<file path="src/rtl/fcim_map.svh">
/*
 Register offsets, reset values and wait-state counts of the
 four-channel interrupt gathering and masking unit.
 Assumes an eight-port block decoded on host address bits 7..3.
*/
`ifndef FCIM_MAP_SVH
`define FCIM_MAP_SVH

// ------------------------------------------------------------
// Relative port offsets
// ------------------------------------------------------------
`define FCIM_PORT_CH_DATA 3'h0
`define FCIM_PORT_PAR_DATA 3'h2
`define FCIM_PORT_TX_ENABLE 3'h4
`define FCIM_PORT_RX_ENABLE 3'h5
`define FCIM_PORT_USER_SEL 3'h7
`define FCIM_CH_PORT_LIMIT 3'h4

// ------------------------------------------------------------
// Field positions and reset values
// ------------------------------------------------------------
`define FCIM_USER_MSB 4
`define FCIM_MASK_RESET 4'h0
`define FCIM_USER_RESET 5'h00
`define FCIM_LOW_NIBBLE_DRIVE 8'hF0
`define FCIM_HIGH_NIBBLE_DRIVE 8'h0F
`define FCIM_NO_DRIVE 8'hFF

// ------------------------------------------------------------
// Wait-state counts per fitted jumper
// ------------------------------------------------------------
`define FCIM_WAIT_NONE 2'h0
`define FCIM_WAIT_ONE 2'h1
`define FCIM_WAIT_TWO 2'h2
`define FCIM_WAIT_THREE 2'h3

`endif

</file>
<file path="src/rtl/fcim_pkg.sv">
/*
 Types shared by the interrupt masking unit.
 Assumes fcim_map.svh supplies all numeric constants.
*/
package fcim_pkg;

    // Bus access sequencer states
    typedef enum logic [1:0] {
        FCIM_IDLE,
        FCIM_WAIT,
        FCIM_HOLD
    } fcim_state_t;

endpackage : fcim_pkg

</file>
<file path="src/rtl/fcim_core.sv">
/*
 Interrupt gathering and masking unit of a four-channel bus I/O board,
 with its eight-port host register block and wait-state insertion.
 Assumes host strobes and address are synchronous to clk and held
 until the access ends; switches, jumpers, printer acknowledge and
 parallel strobe are asynchronous pins.
*/
`timescale 1ns/10ps
`include "fcim_map.svh"

// How it works
// - Jumpers add zero to three channel waits
// - Eight requests: transmit and receive per channel
// - Printer acknowledge raises channel zero transmit
// - Input strobe raises channel zero receive
// - Transmit request while holding register free
// - Receive request while unread character held
// - Each request gated by its mask bit
// - Open-collector active-low request outputs
// - Serial third condition: empty or modem change
// - Jumper merges third condition into request
// - Reset clears every mask bit
// - Mask writes only when group selected
// - One write updates masks of paired boards
// - Lower board uses data bits 0-3
// - Upper board uses data bits 4-7
// - Transmit mask port 4, receive port 5
// - Status reads own nibble, others float high
// - No waits on select or interrupt ports
// - Port 7 holds five-bit user number
module fcim_core
    import fcim_pkg::*;
(
    // Clock and reset
    input wire logic clk,
    input wire logic sys_rst,
    // Host port bus
    input wire logic [7:0] io_addr,
    input wire logic io_rd,
    input wire logic io_wr,
    input wire logic [7:0] io_data_in,
    output logic [7:0] io_data_out,
    output logic [7:0] io_data_oe_n,
    output logic bus_ready,
    // Board switches and jumpers
    input wire logic [4:0] base_addr_sw,
    input wire logic port_disable_sw,
    input wire logic group_select_low,
    input wire logic group_select_high,
    input wire logic group_half_select,
    input wire logic one_wait_jumper,
    input wire logic two_wait_jumper,
    input wire logic three_wait_jumper,
    input wire logic [3:1] merge_tx_jumper,
    input wire logic [3:1] merge_rx_jumper,
    // Channel conditions
    input wire logic [3:1] tx_holding_free,
    input wire logic [3:1] rx_char_available,
    input wire logic [3:1] tx_empty_or_modem_change,
    input wire logic printer_ack,
    input wire logic par_input_strobe,
    // Open-collector request lines
    output logic [3:0] tx_request_line_out,
    output logic [3:0] tx_request_line_oe_n,
    output logic [3:0] rx_request_line_out,
    output logic [3:0] rx_request_line_oe_n
);

    // ------------------------------------------------------------
    // Pin synchronisation
    // ------------------------------------------------------------
    logic [19:0] pins_s;
    logic [4:0] base_s;
    logic [1:0] group_s;
    logic [2:0] jmp_s;
    logic [3:1] mtx_s, mrx_s;
    logic dis_s, half_s, ack_s, stb_s, ack_d, stb_d, ack_rise, stb_rise;

    fcim_sync #(.WIDTH(20)) u_sync (
        .clk(clk), .sys_rst(sys_rst),
        .async_in({base_addr_sw, port_disable_sw, group_select_high,
                   group_select_low, group_half_select, three_wait_jumper,
                   two_wait_jumper, one_wait_jumper, merge_tx_jumper,
                   merge_rx_jumper, printer_ack, par_input_strobe}),
        .sync_out(pins_s)
    );

    assign {base_s, dis_s, group_s, half_s, jmp_s, mtx_s, mrx_s,
            ack_s, stb_s} = pins_s;
    assign ack_rise = ack_s & ~ack_d;
    assign stb_rise = stb_s & ~stb_d;

    // ------------------------------------------------------------
    // Decode and request sources
    // ------------------------------------------------------------
    fcim_state_t state, next_state;
    logic [1:0] wait_cnt, next_wait_cnt, waits;
    logic [3:0] tx_mask, next_tx_mask, rx_mask, next_rx_mask;
    logic [4:0] user, next_user;
    logic ack_pend, next_ack_pend, stb_pend, next_stb_pend, next_ready;
    logic [7:0] next_data_out, next_data_oe_n;
    logic hit, access, in_group, board_sel, chan_port;
    logic [2:0] port;
    logic [3:0] nib, tx_pend, rx_pend;

    // Largest fitted jumper wins if several are fitted by mistake
    assign waits = jmp_s[2] ? `FCIM_WAIT_THREE
                 : jmp_s[1] ? `FCIM_WAIT_TWO
                 : jmp_s[0] ? `FCIM_WAIT_ONE
                 : `FCIM_WAIT_NONE;

    assign port = io_addr[2:0];
    assign hit = (io_rd | io_wr) & (io_addr[7:3] == base_s) & ~dis_s;
    assign chan_port = port < `FCIM_CH_PORT_LIMIT;
    assign in_group = user[`FCIM_USER_MSB:3] == group_s;
    assign board_sel = in_group & (user[2] == half_s);
    // Each board keeps only its own nibble of a group-wide byte
    assign nib = half_s ? io_data_in[7:4] : io_data_in[3:0];

    // Channel zero is the parallel pair; 1..3 are serial channels
    assign tx_pend = {tx_holding_free
                      | (mtx_s & tx_empty_or_modem_change),
                      ack_pend};
    assign rx_pend = {rx_char_available
                      | (mrx_s & tx_empty_or_modem_change),
                      stb_pend};

    // ------------------------------------------------------------
    // Next-state logic
    // ------------------------------------------------------------
    always_comb begin
        next_state = state;
        next_wait_cnt = wait_cnt;
        next_tx_mask = tx_mask;
        next_rx_mask = rx_mask;
        next_user = user;
        next_ack_pend = ack_pend;
        next_stb_pend = stb_pend;
        next_ready = bus_ready;
        next_data_out = io_data_out;
        next_data_oe_n = io_data_oe_n;
        access = 1'b0;
        case (state)
            FCIM_IDLE: begin
                next_ready = 1'b1;
                next_data_oe_n = `FCIM_NO_DRIVE;
                if (hit) begin
                    // Fast ports never stall the bus
                    if (chan_port && waits != `FCIM_WAIT_NONE) begin
                        next_state = FCIM_WAIT;
                        next_wait_cnt = waits;
                        next_ready = 1'b0;
                    end else begin
                        access = 1'b1;
                        next_state = FCIM_HOLD;
                    end
                end
            end
            FCIM_WAIT: begin
                if (wait_cnt == `FCIM_WAIT_ONE) begin
                    access = 1'b1;
                    next_ready = 1'b1;
                    next_state = FCIM_HOLD;
                end else begin
                    next_wait_cnt = wait_cnt - `FCIM_WAIT_ONE;
                end
            end
            FCIM_HOLD: begin
                if (!io_rd && !io_wr) begin
                    next_state = FCIM_IDLE;
                    next_data_oe_n = `FCIM_NO_DRIVE;
                end
            end
            default: begin
                next_state = FCIM_IDLE;
            end
        endcase
        if (access && io_wr) begin
            case (port)
                `FCIM_PORT_TX_ENABLE: begin
                    if (in_group) begin
                        next_tx_mask = nib;
                    end
                end
                `FCIM_PORT_RX_ENABLE: begin
                    if (in_group) begin
                        next_rx_mask = nib;
                    end
                end
                `FCIM_PORT_USER_SEL: begin
                    next_user = io_data_in[4:0];
                end
                `FCIM_PORT_CH_DATA: begin
                    // Loading the printer register clears the pending printer acknowledge
                    if (board_sel && user[1:0] == 2'h0) begin
                        next_ack_pend = 1'b0;
                    end
                end
                default: begin
                end
            endcase
        end
        if (access && io_rd) begin
            case (port)
                `FCIM_PORT_TX_ENABLE, `FCIM_PORT_RX_ENABLE: begin
                    if (in_group) begin
                        // Status ignores the masks; foreign nibble floats
                        next_data_out = (port == `FCIM_PORT_TX_ENABLE)
                                        ? {tx_pend, tx_pend}
                                        : {rx_pend, rx_pend};
                        next_data_oe_n = half_s ? `FCIM_HIGH_NIBBLE_DRIVE
                                                : `FCIM_LOW_NIBBLE_DRIVE;
                    end
                end
                `FCIM_PORT_PAR_DATA: begin
                    if (board_sel && user[1:0] == 2'h0) begin
                        next_stb_pend = 1'b0;
                    end
                end
                default: begin
                end
            endcase
        end
        // A new edge beats a host clear in the same cycle
        if (ack_rise) begin
            next_ack_pend = 1'b1;
        end
        if (stb_rise) begin
            next_stb_pend = 1'b1;
        end
    end

    // ------------------------------------------------------------
    // State registers
    // ------------------------------------------------------------
    always_ff @(posedge clk) begin
        if (sys_rst) begin
            state <= FCIM_IDLE;
            wait_cnt <= `FCIM_WAIT_NONE;
            tx_mask <= `FCIM_MASK_RESET;
            rx_mask <= `FCIM_MASK_RESET;
            user <= `FCIM_USER_RESET;
            ack_pend <= 1'b0;
            stb_pend <= 1'b0;
            ack_d <= 1'b0;
            stb_d <= 1'b0;
            bus_ready <= 1'b1;
            io_data_out <= 8'h00;
            io_data_oe_n <= `FCIM_NO_DRIVE;
            tx_request_line_out <= 4'h0;
            tx_request_line_oe_n <= 4'hF;
            rx_request_line_out <= 4'h0;
            rx_request_line_oe_n <= 4'hF;
        end else begin
            state <= next_state;
            wait_cnt <= next_wait_cnt;
            tx_mask <= next_tx_mask;
            rx_mask <= next_rx_mask;
            user <= next_user;
            ack_pend <= next_ack_pend;
            stb_pend <= next_stb_pend;
            ack_d <= ack_s;
            stb_d <= stb_s;
            bus_ready <= next_ready;
            io_data_out <= next_data_out;
            io_data_oe_n <= next_data_oe_n;
            // Open collector: only ever pulls low, never drives high
            tx_request_line_out <= 4'h0;
            rx_request_line_out <= 4'h0;
            tx_request_line_oe_n <= ~(tx_pend & tx_mask);
            rx_request_line_oe_n <= ~(rx_pend & rx_mask);
        end
    end
endmodule : fcim_core

</file>
<file path="src/rtl/fcim_sync.sv">
/*
 Two flip-flop synchroniser for a bundle of unrelated levels.
 Assumes each bit is a slow level or a pulse longer than two clocks.
*/
`timescale 1ns/10ps
module fcim_sync #(
    parameter int WIDTH = 1
) (
    // Clock and reset
    input wire logic clk,
    input wire logic sys_rst,
    // Levels
    input wire logic [WIDTH-1:0] async_in,
    output logic [WIDTH-1:0] sync_out
);

    logic [WIDTH-1:0] stage1;

    // First stage is read only by the second stage
    always_ff @(posedge clk) begin
        if (sys_rst) begin
            stage1 <= '0;
            sync_out <= '0;
        end else begin
            stage1 <= async_in;
            sync_out <= stage1;
        end
    end

endmodule : fcim_sync

</file>
<file path="config.mk">
export PLATFORM = sky130hd
export DESIGN_NAME = fcim_core
export DESIGN_NICKNAME = d
export VERILOG_FILES = /design/src/rtl/fcim_pkg.sv /design/src/rtl/fcim_core.sv /design/src/rtl/fcim_sync.sv
export VERILOG_INCLUDE_DIRS = /design/src /design/src/rtl
export SDC_FILE = /design/constraint.sdc
export NUM_CORES = 1
export LEC_CHECK = 0
export ABC_AREA = 1
export BUFFER_PORTS_ARGS = -buffer_cell sky130_fd_sc_hd__buf_2
export CORE_UTILIZATION = 45
export CTS_BUF_LIST = sky130_fd_sc_hd__clkbuf_16
export DETAILED_ROUTE_END_ITERATION = 12
export GPL_TIMING_DRIVEN = 0
export PLACE_DENSITY = 0.76
export SLEW_MARGIN = 30
export SYNTH_ARGS = -nofsm -noshare
export SYNTH_HDL_FRONTEND = slang
export SYNTH_SLANG_ARGS = --single-unit
</file>
<file path="constraint.sdc">
create_clock -name clk -period 3.8 [get_ports clk]
set_input_delay 0.76 -clock clk [delete_from_list [all_inputs] [get_ports clk]]
set_output_delay 0.76 -clock clk [all_outputs]
set_load 0.05 [all_outputs]
</file>
After elaboration in Yosys (flattened, before gate mapping)
Cells that the tools add are included.
{"block": "word_totals", "regBits": 86, "in_bits": 49, "output_inout_bits": 33, "elab_cells": 112}
{"block": "op_classes", "n_addsub": 1, "n_lt_le_gt_ge": 1, "eq_ne": 15, "mux": 34, "bitwise_logic": 17, "n_reduce_logical": 28}
{"operator": "8-bit 2-to-1 mux", "count": 6}
{"operator": "2-bit 2-to-1 mux", "count": 9}
{"operator": "3-bit AND reduction", "count": 6}
{"operator": "8-bit one-hot mux with 2 select lines", "count": 1}
{"operator": "2-bit nonzero test", "count": 8}
{"operator": "1-bit 2-to-1 mux", "count": 13}
{"operator": "2-bit != test (second input constant)", "count": 5}
{"operator": "3-bit equality test (second input constant)", "count": 3}
{"operator": "4-bit AND", "count": 2}
{"operator": "4-bit NOT", "count": 2}
{"operator": "3-bit AND", "count": 2}
{"operator": "3-bit OR", "count": 2}
{"operator": "2-bit one-hot mux with 3 select lines", "count": 1}
{"operator": "1-bit AND", "count": 5}
{"operator": "5-bit equality test", "count": 1}
{"operator": "1-bit logical AND", "count": 5}
{"operator": "2-bit by 1-bit equality test with 1-bit output (second input constant)", "count": 2}
{"operator": "2-bit zero test", "count": 2}
{"operator": "4-bit 2-to-1 mux", "count": 1}
{"operator": "1-bit one-hot mux with 2 select lines", "count": 2}
{"operator": "2-bit one-hot mux with 2 select lines", "count": 1}
{"operator": "2-bit AND reduction", "count": 2}
{"operator": "4-bit AND reduction", "count": 1}
{"operator": "3-bit by 2-bit equality test with 1-bit output (second input constant)", "count": 1}
{"operator": "10 further kinds", "count": 13}

Depth between registers and ports, before layout
{"block": "logic_depth", "depth_word": 11, "mapped_depth": 13, "depth_no_buf": 12}

Modules after synthesis
A second synthesis with hierarchy kept.
{"block": "hier_totals", "hier_cells": 451, "area_unflattened_um2": 3338.2}
{"mod": "fcim_core", "n_inst": 1, "cells_per_inst": 327, "area_each_um2": 2192.1, "seq_area_each_um2": 840.8}
{"mod": "fcim_sync", "n_inst": 1, "cells_per_inst": 124, "area_each_um2": 1146.1, "seq_area_each_um2": 800.8}

Least setup slack after synthesis
OpenSTA, ideal clock, no wires.
{"block": "synth_timing", "path_kind": "input to register", "startpoint": "input io_wr", "endpoint": "register io_data_out[5]", "setup_time_ps": 110, "arrival_time_ps": 1821, "required_ps": 3690, "setup_slack_ps": 1869, "path_stages": 12, "n_path_buf": 3, "cell_sequence": "buf_4 > nor2_2 > nor2_1 > nand2_1 > nor2_1 > nand3_1 > nand2_2 > buf_6 > buf_4 > nand4_1 > nand2_1 > nor2_1"}
{"block": "synth_between", "elab_chain_len": 7}
{"item": "start: declaration", "line_no": "fcim_core.sv:40", "text": "input wire logic io_wr,"}
{"item": "1-bit OR", "line_no": "fcim_core.sv:113", "text": "assign hit = (io_rd | io_wr) & (io_addr[7:3] == base_s) & ~dis_s;"}
{"item": "1-bit AND (2 in a row)", "line_no": "fcim_core.sv:113"}
{"item": "1-bit 2-to-1 mux", "line_no": "fcim_core.sv:147", "text": "if (hit) begin"}
{"item": "1-bit one-hot mux with 2 select lines", "line_no": "fcim_core.sv:143", "text": "case (state)"}
{"item": "1-bit logical AND", "line_no": "fcim_core.sv:203", "text": "if (access && io_rd) begin"}
{"item": "3-bit AND reduction (no source line)"}
{"item": "end signal: assignment", "line_no": "fcim_core.sv:265", "text": "io_data_out <= next_data_out;"}
{"item": "end: declaration", "line_no": "fcim_core.sv:42", "text": "output logic [7:0] io_data_out,"}
No other way between the ends.
A chain may end at the register's enable or synchronous reset.

Worst setup path in the final report
{"block": "layout_timing", "startpoint": "input io_wr", "endpoint": "register io_data_oe_n[1]"}
{"block": "layout_between", "elab_chain_len": 7, "elab_cells_between_ends": 13}
{"item": "1-bit OR / 1-bit zero test (equally long branches)", "line_no": "fcim_core.sv:113, fcim_core.sv:169"}
{"item": "1-bit AND / 1-bit logical AND (equally long branches)", "line_no": "fcim_core.sv:113, fcim_core.sv:169"}
{"item": "1-bit AND / 8-bit 2-to-1 mux (equally long branches)", "line_no": "fcim_core.sv:113, fcim_core.sv:169"}
{"item": "1-bit 2-to-1 mux / 8-bit one-hot mux with 2 select lines (equally long branches)", "line_no": "fcim_core.sv:147, fcim_core.sv:143"}
{"item": "1-bit one-hot mux with 2 select lines / 8-bit 2-to-1 mux (equally long branches)", "line_no": "fcim_core.sv:143, fcim_core.sv:206"}
{"item": "1-bit logical AND / 8-bit 2-to-1 mux (equally long branches)", "line_no": "fcim_core.sv:203, fcim_core.sv:204"}
{"item": "8-bit 2-to-1 mux (*)", "line_no": "fcim_core.sv:203"}
{"item": "end signal: assignment", "line_no": "fcim_core.sv:249", "text": "io_data_oe_n <= `FCIM_NO_DRIVE;"}
{"item": "end signal: assignment", "line_no": "fcim_core.sv:266", "text": "io_data_oe_n <= next_data_oe_n;"}
{"item": "end: declaration", "line_no": "fcim_core.sv:43", "text": "output logic [7:0] io_data_oe_n,"}
Mark *: on every way between the ends. The rest lies on a longest branch, timed or not.

==> results_dict.tcl <==
set metrics [dict create \
    avgSynthCellArea_sq_um 6.94 \
    cp.required_ns 4.00 \
    antenna_left 0 \
    power_density_nw_per_um2 445 \
    cp_max_fo 9 \
    synth.yosys.warnings 0 \
    min_path_type "flop to flop" \
    period_needed_ns 1.88 \
    clkSinkCount 82 \
    slew_violations 0 \
    maxCapViolCount 0 \
    yosys.cell_types.count 30 \
    clk_latency_ns 0.33 \
    numCtsBuffers 9 \
    rsz0062_at_grt "false" \
    path_cells "buf_4 > nor2_2 > o21ai_1 > nand2_1 > nand2_1 > nand2_1 > nand2_1 > nand2_1 > nand3_1 > nand3_1" \
    setup_tns_ns 0 \
    placementRows 31 \
    nNetsFinal 642 \
    cp_top_family "simple AND/OR/NAND/NOR gates" \
    cp-end-kind "flop" \
    cts_buffer_depth 2 \
    finalNonFillerCells 696 \
    cpPeakStageDelay_ns 0.47 \
    fin_crit_sh_pct 49.4 \
    cts_root_buffer "clkbuf_16" \
    critPathSlowestCell "o21ai_1" \
    criticalPathCategory "primary input to flop" \
    tightest_slew_ns 0.575 \
    total_power_uw 1910 \
    slew_headroom_pct 61.4 \
    cp_data_arrival_time_ns 2.08 \
    drive_above_1_share_pct 18.9 \
    pin_count 82 \
    antenna_found_initial 0 \
    placedCellCount 680 \
    vias 3038 \
    drtIter0Drc 161 \
    cts_tree "built" \
    leakage_uw 0.00225 \
    grt_pass1_vias 2852 \
    crit_path_frequent_cell "nand2_1" \
    gp_congestion 0.923 \
    core_sq_um 7370 \
    drc 0 \
    critPathBufInv 1 \
    timing.fmax_mhz 533 \
    die_h_um 90.0 \
    port_buffers 72 \
    final_cell_mix "inv_1 (113), nand2_1 (113), nor2_1 (85)" \
    grtUsageTotal_pct 18.6 \
    htree_levels 3 \
    initial_core_util_pct 47.3 \
    dr.pass1.iters 4 \
    finClkSkew_ns 0.00808 \
    grt-ovfl-total 0 \
    synth_seq_cells 82 \
    startpoint_type "primary input" \
    routed_wl_um 7090 \
    status "complete, no violations" \
    cts_resized 0 \
    syn_inst 502 \
    routed_via_density 4.36 \
    fp.dieW_um 90.0 \
    hpwl_um 5420 \
    syn_area_sq_um 3480 \
    clk_pin_slew_ns 0.06 \
    routedWlPerCell_um 10.2 \
    grt_max_degree 16 \
    setup_viol 0 \
    diodes 0 \
    post_cts_buffers 0 \
    ctsHoldBuffers 0 \
    report.final.hold_viol_count 0 \
    area_delta_synth_final_pct 23.3 \
    holdWs_ns 0.391 \
    irDropWorstVdd_v 0.000276 \
    grt_pass1_wl_um 12100 \
    synth-seq-area-share_pct 47.1 \
    die_area_sq_um 8100 \
]
==> Yosys cell counts, drive strengths merged <==
cell	number	area (sq um)
o31ai	1	7.51
o21ai	15	75.1
conb	1	3.75
nand2	114	430
nand3	25	140
a21oi	4	20.0
a21boi	1	11.3
dfxtp	82	1640
xnor2	2	17.5
xor2	2	17.5
nand4	18	113
clkbuf	8	30.0
or2	1	6.26
ha	1	12.5
buf	18	129
nor3b	1	12.5
nor3	5	41.3
clkinv	1	3.75
inv	113	424
a21o	3	22.5
nor2	86	325
==> area by class of cell <==
| class | count | area, sq um |
|---|---|---|
| plain buffers | 26 | 159 |
| multi-input cells | 287 | 1280 |
| repair buffers | 72 | 360 |
| clock buffers | 9 | 225 |
| well taps | 99 | 124 |
| fillers | 696 | 3070 |
| clock inverters | 7 | 76.3 |
| flip-flops and latches | 82 | 1640 |
| inverters | 114 | 428 |
==> flip-flops by register name, indices dropped and copies added (netlist names) <==
signal,cells
bus_ready,1
stb_d,1
wait_cnt,2
rx_request_line_oe_n,4
tx_request_line_oe_n,4
io_data_out,4
rx_mask,4
ack_d,1
user,5
u_sync.stage1,20
ack_pend,1
tx_mask,4
u_sync.sync_out,20
io_data_oe_n,8
stb_pend,1
state,2
==> worst paths after layout <==
check                  start                 endpoint  slack (ns)  depth (start not counted)
setup / recovery       io_wr          io_data_oe_n[1]        1.92                         10
hold / removal    tx_mask[0]  tx_request_line_oe_n[0]        0.39                          1
setup reg to reg    state[0]              wait_cnt[1]        2.12                          9
hold reg to reg   tx_mask[0]  tx_request_line_oe_n[0]        0.39                          1
==> where the power goes <==
part | internal [uW] | switching, uW
clock | 513 | 347
sequential | 882 | 7.35
combinational | 56.4 | 103
==> per-stage QoR <==
step	cell area [sq um]	util, %	worst slack (ns)
finish	4300	58.3	1.92
global route	4300	58.3	1.69
CTS	4300	58.3	1.91
detailed placement	4000	54.2	1.57
global placement	4000	54.2	1.65
floorplan	3510	-	1.87
==> per-layer routing <==
metal / track usage (%) / vias up / wire length (um)
met1: 21.5 / 1289 / 3150
li1: - / 1647 / -
met4: 8.20 / 0 / 157
met2: 33.3 / 89 / 3450
met3: 3.72 / 13 / 336
met5: 0 / - / 0
==> worst reg2reg max path, cell delays in order (launching register included) <==
cell and delay, ns:
dfxtp_1 0.33, inv_1 0.06, nor2_1 0.27, inv_1 0.09, or2_2 0.28, nand2_1 0.06
a21boi_2 0.23, inv_1 0.10, nor2_1 0.11, nor2_1 0.06
==> cell families after synthesis <==
kind of cell | after synthesis | share of synthesized area [%]
buf+inv | 140 | 16.8
simple gates | 250 | 30.7
xor+xnor | 4 | 1.01
compound gates | 24 | 3.91
other cells | 1 | 0.108
flops | 82 | 47.1
fa+ha+maj | 1 | 0.359
Power figures use the tool's default switching activity.
